`config.mk`:
```
export PLATFORM = sky130hd
export DESIGN_NAME = adc_conversion_sequencer
export DESIGN_NICKNAME = d
export VERILOG_FILES = /design/src/include/adc_seq_pkg.sv /design/src/core/bit_period_divider.sv /design/src/core/adc_conversion_sequencer.sv
export VERILOG_INCLUDE_DIRS = /design/src /design/src/include
export SDC_FILE = /design/constraint.sdc
export NUM_CORES = 1
export LEC_CHECK = 0
export BUFFER_PORTS_ARGS = -buffer_cell sky130_fd_sc_hd__buf_2
export CAP_MARGIN = 10
export CORE_ASPECT_RATIO = 1.4
export CORE_MARGIN = 8
export CORE_UTILIZATION = 44
export CTS_CLUSTER_DIAMETER = 100
export CTS_CLUSTER_SIZE = 12
export DETAILED_ROUTE_END_ITERATION = 10
export PLACE_DENSITY = 0.69
export SLEW_MARGIN = 40
export SYNTH_ARGS = -nofsm -noshare
export SYNTH_HDL_FRONTEND = slang
export SYNTH_SLANG_ARGS = --single-unit
```
`constraint.sdc`:
```
create_clock -name clock -period 9.21 [get_ports clock]
set_input_delay 1.842 -clock clock [delete_from_list [all_inputs] [get_ports clock]]
set_output_delay 1.842 -clock clock [all_outputs]
set_load 0.01 [all_outputs]
```
`src/include/adc_seq_defines.svh`:
```
// offsets, field positions, reset values and counts of the sequencer
`ifndef ADC_SEQ_DEFINES_SVH
`define ADC_SEQ_DEFINES_SVH

`define ADDR_CTRL0 4'h0
`define ADDR_CTRL1 4'h1
`define ADDR_RESULT_HI 4'h2
`define ADDR_RESULT_LO 4'h3
`define ADDR_ACFG_LO 4'h4
`define ADDR_ACFG_HI 4'h5
`define ADDR_DIR_LO 4'h6
`define ADDR_DIR_HI 4'h7
`define ADDR_PORT_LO 4'h8
`define ADDR_PORT_HI 4'h9
`define ADDR_CMP_CTRL 4'hA
`define ADDR_STATUS 4'hB

`define CTRL0_ENABLE_BIT 0
`define CTRL0_START_BIT 1
`define CTRL0_CHAN_LSB 2
`define CTRL1_CLKSEL_LSB 0
`define CTRL1_ACQ_LSB 3
`define CTRL1_CAL_BIT 6
`define STATUS_DONE_BIT 0
`define STATUS_CAL_BIT 1

`define ACFG_RESET 16'h0000
`define DIR_RESET 16'hFFFF
`define CMP_MODE_RESET 4'h0

`define CONV_PERIODS 5'h0B
`define WAIT_PERIODS 5'h02
`define HOLD_PHASE 5'h0A
`define INSTR_OSC 5'h04
`define TRIG_MODE 4'hB
`define SAR_FIRST 10'h200

`endif

```
`src/include/adc_seq_pkg.sv`:
```
// types shared by the conversion sequencer
package adc_seq_pkg;

  typedef enum logic [2:0] {
    S_IDLE, S_DELAY, S_ACQ, S_CONV, S_WAIT
  } seq_state_t;

  typedef struct packed {
    logic [3:0] addr;
    logic [7:0] wdata;
    logic wr;
    logic rd;
  } reg_bus_t;

  typedef struct packed {
    seq_state_t state;
    logic converter_enable;
    logic start_done;
    logic [3:0] channel_select;
    logic [2:0] conv_clock_select;
    logic [2:0] acquisition_time_select;
    logic calibration_enable;
    logic [1:0] result_high_byte;
    logic [7:0] result_low_byte;
    logic [15:0] analog_config;
    logic [15:0] pin_direction_bit;
    logic [3:0] compare_mode_field;
    logic conversion_done_flag;
    logic calibrated;
    logic [9:0] offset;
    logic dummy;
    logic [9:0] sar;
    logic [4:0] cnt;
    logic sample;
    logic timer_clear;
    logic [7:0] rdata;
  } seq_regs_t;

endpackage : adc_seq_pkg

```
`src/core/bit_period_divider.sv`:
```
// per-bit conversion period divider: one-cycle tick per period
`include "adc_seq_defines.svh"
module bit_period_divider #(
  parameter int CNT_W = 6
) (
  input wire logic clock,
  input wire logic rst_n,
  input wire logic [2:0] clk_sel,
  input wire logic rc_tick,
  input wire logic restart,
  output logic tick
);

  if (CNT_W < 6) begin : g_cnt_w_check
    $error("divider counter too narrow for 64 periods");
  end

  typedef struct packed {
    logic [CNT_W-1:0] cnt;
    logic tick;
  } div_regs_t;

  div_regs_t r;
  div_regs_t n;

  // 000:2 100:4 001:8 101:16 010:32 110:64 oscillator periods
  function automatic logic [CNT_W-1:0] last_count(input logic [2:0] s);
    logic [6:0] per;
    per = 7'h02 << {s[1:0], s[2]};
    return CNT_W'(per - 7'h01);
  endfunction : last_count

  always_comb begin
    n = r;
    n.tick = 1'b0;
    if (restart) begin
      n.cnt = '0;
    end else if (clk_sel[1:0] == 2'b11) begin
      n.tick = rc_tick;
      n.cnt = '0;
    end else if (r.cnt >= last_count(clk_sel)) begin
      n.cnt = '0;
      n.tick = 1'b1;
    end else begin
      n.cnt = r.cnt + 1'b1;
    end
  end

  always_ff @(posedge clock or negedge rst_n) begin
    if (!rst_n) begin
      r <= '0;
    end else begin
      r <= n;
    end
  end

  assign tick = r.tick;
endmodule : bit_period_divider

```
`src/core/adc_conversion_sequencer.sv`:
```
// control and sequencing logic of a 10-bit successive-approximation converter
//
// Decided for this implementation: the register offsets and strobed register access.
`include "adc_seq_defines.svh"
module adc_conversion_sequencer (
  input wire logic clock,
  input wire logic resetn,
  input wire adc_seq_pkg::reg_bus_t bus,
  input wire logic rc_tick,
  input wire logic cmp_in,
  input wire logic [15:0] pin_level,
  input wire logic trig_event,
  output logic [7:0] rdata,
  output logic sample_connect,
  output logic [3:0] channel_sel,
  output logic dummy_conv,
  output logic [9:0] sar_code,
  output logic timer_clear,
  output logic done_flag,
  output logic [15:0] pin_dir,
  output logic [15:0] pin_analog
);

  logic [1:0] rst_sync_r;
  logic rst_n;
  adc_seq_pkg::seq_regs_t r;
  adc_seq_pkg::seq_regs_t n;
  logic tick;
  logic restart;
  logic complete;

  // two-stage release so the async reset leaves all flops together
  always_ff @(posedge clock or negedge resetn) begin
    if (!resetn) begin
      rst_sync_r <= 2'b00;
    end else begin
      rst_sync_r <= {rst_sync_r[0], 1'b1};
    end
  end
  assign rst_n = rst_sync_r[1];

  bit_period_divider #(.CNT_W(6)) u_div (
    .clock(clock),
    .rst_n(rst_n),
    .clk_sel(r.conv_clock_select),
    .rc_tick(rc_tick),
    .restart(restart),
    .tick(tick)
  );

  function automatic logic [4:0] acq_periods(input logic [2:0] s);
    case (s)
      3'b000: return 5'h00;
      3'b001: return 5'h02;
      3'b010: return 5'h04;
      3'b011: return 5'h06;
      3'b100: return 5'h08;
      3'b101: return 5'h0C;
      3'b110: return 5'h10;
      default: return 5'h14;
    endcase
  endfunction : acq_periods

  // offset from calibration is removed, clamped at zero
  function automatic logic [9:0] trim(input logic [9:0] raw,
                                      input logic [9:0] off);
    return (raw > off) ? raw - off : 10'h000;
  endfunction : trim

  always_comb begin
    logic [9:0] sar_v;
    logic [15:0] port_v;
    logic done_set;
    n = r;
    sar_v = r.sar;
    port_v = pin_level & r.analog_config;
    done_set = 1'b0;
    restart = 1'b0;
    complete = 1'b0;
    n.timer_clear = 1'b0;
    n.rdata = 8'h00;
    case (r.state)
      adc_seq_pkg::S_IDLE: begin
        if (r.converter_enable && r.start_done) begin
          n.dummy = r.calibration_enable;
          if (r.acquisition_time_select == 3'b000) begin
            n.state = adc_seq_pkg::S_DELAY;
            n.cnt = `INSTR_OSC - 5'h01;
          end else begin
            n.state = adc_seq_pkg::S_ACQ;
            n.cnt = acq_periods(r.acquisition_time_select) - 5'h01;
            restart = 1'b1;
          end
        end
      end
      adc_seq_pkg::S_DELAY: begin
        if (!r.start_done) begin
          n.state = adc_seq_pkg::S_WAIT;
          n.cnt = `WAIT_PERIODS - 5'h01;
          restart = 1'b1;
        end else if (r.cnt == 5'h00) begin
          n.state = adc_seq_pkg::S_CONV;
          n.cnt = `CONV_PERIODS - 5'h01;
          sar_v = `SAR_FIRST;
          restart = 1'b1;
        end else begin
          n.cnt = r.cnt - 5'h01;
        end
      end
      adc_seq_pkg::S_ACQ: begin
        if (!r.start_done) begin
          n.state = adc_seq_pkg::S_WAIT;
          n.cnt = `WAIT_PERIODS - 5'h01;
          restart = 1'b1;
        end else if (tick) begin
          if (r.cnt == 5'h00) begin
            n.state = adc_seq_pkg::S_CONV;
            n.cnt = `CONV_PERIODS - 5'h01;
            sar_v = `SAR_FIRST;
            restart = 1'b1;
          end else begin
            n.cnt = r.cnt - 5'h01;
          end
        end
      end
      adc_seq_pkg::S_CONV: begin
        if (!r.start_done) begin
          // partial code is dropped, result pair untouched
          n.state = adc_seq_pkg::S_WAIT;
          n.cnt = `WAIT_PERIODS - 5'h01;
          restart = 1'b1;
        end else if (tick) begin
          // first period holds the sample, then one bit per period
          if (r.cnt != `HOLD_PHASE) begin
            if (!cmp_in) begin
              sar_v[r.cnt[3:0]] = 1'b0;
            end
            if (r.cnt != 5'h00) begin
              sar_v[r.cnt[3:0] - 4'h1] = 1'b1;
            end
          end
          if (r.cnt == 5'h00) begin
            complete = 1'b1;
            if (r.dummy) begin
              n.offset = sar_v;
              n.calibrated = 1'b1;
            end else begin
              {n.result_high_byte, n.result_low_byte} =
                trim(sar_v, r.offset);
            end
            n.start_done = 1'b0;
            done_set = 1'b1;
            n.state = adc_seq_pkg::S_WAIT;
            n.cnt = `WAIT_PERIODS - 5'h01;
            restart = 1'b1;
          end else begin
            n.cnt = r.cnt - 5'h01;
          end
        end
      end
      adc_seq_pkg::S_WAIT: begin
        if (tick) begin
          if (r.cnt == 5'h00) begin
            n.state = adc_seq_pkg::S_IDLE;
            n.dummy = 1'b0;
          end else begin
            n.cnt = r.cnt - 5'h01;
          end
        end
      end
      default: begin
        n.state = adc_seq_pkg::S_IDLE;
      end
    endcase
    n.sar = sar_v;

    // software writes land after the machine; the done set comes later
    if (bus.wr) begin
      case (bus.addr)
        `ADDR_CTRL0: begin
          n.converter_enable = bus.wdata[`CTRL0_ENABLE_BIT];
          n.start_done = bus.wdata[`CTRL0_START_BIT];
          n.channel_select = bus.wdata[`CTRL0_CHAN_LSB +: 4];
        end
        `ADDR_CTRL1: begin
          n.conv_clock_select = bus.wdata[`CTRL1_CLKSEL_LSB +: 3];
          n.acquisition_time_select = bus.wdata[`CTRL1_ACQ_LSB +: 3];
          n.calibration_enable = bus.wdata[`CTRL1_CAL_BIT];
        end
        `ADDR_RESULT_HI: n.result_high_byte = bus.wdata[1:0];
        `ADDR_RESULT_LO: n.result_low_byte = bus.wdata;
        `ADDR_ACFG_LO: n.analog_config[7:0] = bus.wdata;
        `ADDR_ACFG_HI: n.analog_config[15:8] = bus.wdata;
        `ADDR_DIR_LO: n.pin_direction_bit[7:0] = bus.wdata;
        `ADDR_DIR_HI: n.pin_direction_bit[15:8] = bus.wdata;
        `ADDR_CMP_CTRL: n.compare_mode_field = bus.wdata[3:0];
        `ADDR_STATUS: begin
          n.conversion_done_flag = bus.wdata[`STATUS_DONE_BIT] &
                                   r.conversion_done_flag;
        end
        default: begin
        end
      endcase
    end

    if (trig_event && r.compare_mode_field == `TRIG_MODE) begin
      n.timer_clear = 1'b1;
      if (n.converter_enable) begin
        n.start_done = 1'b1;
      end
    end

    if (done_set) begin
      n.conversion_done_flag = 1'b1;
    end

    if (!n.converter_enable) begin
      n.state = adc_seq_pkg::S_IDLE;
      n.start_done = 1'b0;
      n.dummy = 1'b0;
    end

    // sampling runs while enabled in idle, delay and acquisition, never in wait or in a dummy conversion
    n.sample = n.converter_enable && !n.dummy &&
               (n.state == adc_seq_pkg::S_IDLE ||
                n.state == adc_seq_pkg::S_DELAY ||
                n.state == adc_seq_pkg::S_ACQ);

    if (bus.rd) begin
      case (bus.addr)
        `ADDR_CTRL0: n.rdata = {2'b00, r.channel_select, r.start_done,
                                r.converter_enable};
        `ADDR_CTRL1: n.rdata = {1'b0, r.calibration_enable,
                                r.acquisition_time_select,
                                r.conv_clock_select};
        `ADDR_RESULT_HI: n.rdata = {6'h00, r.result_high_byte};
        `ADDR_RESULT_LO: n.rdata = r.result_low_byte;
        `ADDR_ACFG_LO: n.rdata = r.analog_config[7:0];
        `ADDR_ACFG_HI: n.rdata = r.analog_config[15:8];
        `ADDR_DIR_LO: n.rdata = r.pin_direction_bit[7:0];
        `ADDR_DIR_HI: n.rdata = r.pin_direction_bit[15:8];
        `ADDR_PORT_LO: n.rdata = port_v[7:0];
        `ADDR_PORT_HI: n.rdata = port_v[15:8];
        `ADDR_CMP_CTRL: n.rdata = {4'h0, r.compare_mode_field};
        `ADDR_STATUS: n.rdata = {6'h00, r.calibrated,
                                 r.conversion_done_flag};
        default: n.rdata = 8'h00;
      endcase
    end
  end

  // result pair has no reset: a device reset must leave it as it was
  always_ff @(posedge clock or negedge rst_n) begin
    if (!rst_n) begin
      r.state <= adc_seq_pkg::S_IDLE;
      r.converter_enable <= 1'b0;
      r.start_done <= 1'b0;
      r.channel_select <= 4'h0;
      r.conv_clock_select <= 3'h0;
      r.acquisition_time_select <= 3'h0;
      r.calibration_enable <= 1'b0;
      r.analog_config <= `ACFG_RESET;
      r.pin_direction_bit <= `DIR_RESET;
      r.compare_mode_field <= `CMP_MODE_RESET;
      r.conversion_done_flag <= 1'b0;
      r.calibrated <= 1'b0;
      r.offset <= 10'h000;
      r.dummy <= 1'b0;
      r.sar <= 10'h000;
      r.cnt <= 5'h00;
      r.sample <= 1'b0;
      r.timer_clear <= 1'b0;
      r.rdata <= 8'h00;
    end else begin
      r <= n;
    end
  end

  // channel mux and direction pass straight to the pads: a pin driven as
  // output is converted at its driven level, a digital input still
  // presents its analog level to the mux
  assign rdata = r.rdata;
  assign sample_connect = r.sample;
  assign channel_sel = r.channel_select;
  assign dummy_conv = r.dummy;
  assign sar_code = r.sar;
  assign timer_clear = r.timer_clear;
  assign done_flag = r.conversion_done_flag;
  assign pin_dir = r.pin_direction_bit;
  assign pin_analog = ~r.analog_config;

  // ticks seen since entering the current state
  logic [4:0] ph_ticks;
  always_ff @(posedge clock or negedge rst_n) begin
    if (!rst_n) begin
      ph_ticks <= 5'h00;
    end else if (n.state != r.state) begin
      ph_ticks <= 5'h00;
    end else if (tick) begin
      ph_ticks <= ph_ticks + 5'h01;
    end
  end
endmodule : adc_conversion_sequencer

```
==> reports/qor.csv <==
metric,value,unit
reg2reg_from,r[10],
r2r_setup_slack,5.07,ns
cts_tree,done,
synth-simple-area-share,16.4,%
synth_compound_area_share,18.0,%
worstPathArrival,4.25,ns
synth_nets,811,
hold_start,rst_sync_r[0],
fin_tns_setup,0,ns
period_needed,4.14,ns
grt_usage,18.6,%
synth_most_common_cell,nand2_1,
timing.slew.headroom,48.4,%
synth_ff_type,dfrtp_1,
reg2regPathDepth,15,
grt_pass1_wl,29100,um
cts_resized,0,
p_leak,3.37,nW
synth_top_area_share,30.8,%
antenna_found_initial,0,
design_area,7330,um2
cts_buffer_depth,2,
grt_pass1_vias,5526,
yosysWarnings,0,
ys_ff_latch,109,
area_growth,8.64,%
pwr_density_cell,203,nW/um2
place_area,7020,um2
htree_levels,3,
synth_xor_area_share,1.95,%
cp-start-kind,register,
synthArstFlopShare,90.8,%
grt_overflow,0,
dp_slack,4.76,ns
ys_seq_area_share,41.4,%
postRouteAntennaNets,0,
critPathCaptureType,register,
die_x,121,um
instances_no_fill,976,
required,9.31,ns
drtPass1Iterations,5,
hold_violations,0,
drv_cap,0,
fin_util,48.9,%
grt_max_degree,55,
yosys-top-cells-count,"nand2_1 (84), dfrtp_1 (83), nor2_1 (71), a21oi_1 (57), inv_1 (49)",
final_nets,838,
coreArea,15000,um2
hold_depth,0,
rsz0062_at_grt,no,
diodes,0,
cts-buffers-inserted,9,
fp-row-count,53,
critPathLaunch,r[10],
r2r_end,r[74],
synth_edf_count,10,
dieArea,19600,um2
cts_num_sinks,109,
first_iter_violations,506,
cts-root-buf,clkbuf_16,
setup_ws,5.07,ns
clk_pin_slew_worst_paths,0.07,ns
slew_viol_final,0,
muxShareOfSynthArea,8.02,%
skew,0.0104,ns
routedWlPerCell,18.5,um
postSynthAreaPerCell,8.98,um2
gp_congestion,0.873,
worst_pin_slew,0.773,ns
status,"complete, no violations",
syn_inst,752,
period_share,45.0,%
fin_hold_ws,0.358,ns
criticalPathCategory,register to register,
initial_core_util,45.0,%
cts_setup_buffers,0,
wirelength,18100,um
portBuffers,92,
synth_top_family_by_area,compound AO/OA/AOI/OAI gates,
setup_viol,0,
crit_fanout,8,
vias,5531,
p_total,1.49,mW
whs_endpoint,rst_sync_r[1],
pin_count,93,
synth_top_area_cell,dfrtp_1,
synth_adder_area_share,4.56,%
drive_gt1_share,23.3,%
hold_path.class,register to register,
dpl.hpwl,13400,um
synth_area_leaders,"dfrtp_1 (31%), mux2_2 (6.8%), dfstp_2 (6.2%)",
irDropWorstVdd,0.113,mV
via_per_inst,5.67,
ys_types,70,
max_freq,0.241,GHz
cts-hold-fix-buffers,0,
synthesis.area,6750,um2
die_h,163,um
drc_errors,0,
insertion_delay,0.36,ns
place_inst,960,
==> critical path, stage by stage (launching register included) <==
cell,delay (ns)
dfrtp_1,0.48
inv_1,0.16
ha_1,0.37
and2b_1,0.19
a21oi_1,0.04
or3_1,0.44
and2_1,0.25
a22oi_1,0.28
inv_1,0.08
ha_1,0.40
and2_1,0.22
o21ai_1,0.21
a31oi_1,0.14
o21ai_1,0.26
o21ai_1,0.10
mux2_2,0.27
==> metal layers <==
layer  part of all wire (%)  track usage (%)
met4                    3.5             8.95
met5                      0                0
met3                    5.9             3.92
met2                     48             30.7
met1                     43             22.8
==> cells in the final DEF, fill, tap and decap left out, types with 3 or more instances in the layout <==
cell type / count
inv_1: 49
and3_1: 8
a32oi_1: 10
o32ai_1: 3
xor2_1: 8
nor4_1: 3
mux2_2: 41
nand4_1: 10
or2_2: 4
o21ai_1: 11
nor3_1: 11
edfxtp_1: 10
nor2_1: 68
dfstp_2: 16
buf_2: 92
xnor2_1: 7
clkbuf_16: 9
mux2i_1: 8
o31ai_1: 10
or3_1: 3
dfrtp_1: 82
buf_4: 3
nor2_2: 3
a21oi_1: 57
a31oi_1: 9
nand2b_1: 5
o21ai_0: 29
nand2_1: 84
a22oi_1: 9
o22ai_1: 9
nor2b_1: 11
a21o_1: 7
o21a_1: 4
a311oi_1: 4
nand3_1: 13
ha_1: 23
==> state kept, by name, indices dropped and copies added (netlist names) <==
| name | flops |
|---|---|
| r | 58 |
| rdata | 8 |
| dummy_conv | 1 |
| sar_code | 10 |
| rst_sync_r | 2 |
| channel_sel | 4 |
| done_flag | 1 |
| u_div.tick | 1 |
| u_div.r | 6 |
| sample_connect | 1 |
| pin_dir | 16 |
| timer_clear | 1 |
==> power by group <==
part           switching, mW  internal, mW
clock network          0.195         0.217
logic                  0.236         0.179
registers             0.0913         0.572
==> logic make-up (layout without fill, tap and decap cells) <==
kind of cell             Yosys count  after routing
AO/OA/AOI/OAI                    189            189
buffers and inverters            129            161
AND/OR/NAND/NOR                  236            236
XOR/XNOR                          15             15
flip-flops                       109            109
adder cells (fa/ha/maj)           24             24
other                              1              1
multiplexers                      49             49
==> final cells by class <==
type,instances,area (um2)
fill,1470,7650
multi-input combinational,514,3310
sequential,109,2800
timing repair buffer,95,483
tap,192,240
clock buffer,10,229
inverter,50,188
clock inverter,6,78.8
==> worst max path at each step <==
stage          endpoint  slack, ns  cells past startpoint
3_3_place_gp      r[81]       4.80                     11
5_1_grt           r[81]       4.73                     15
6_report          r[74]       5.07                     15
2_1_floorplan     r[82]       5.20                     12
4_1_cts           r[74]       5.09                     15
3_5_place_dp      r[81]       4.76                     11
(Power assumes the default switching activity.)
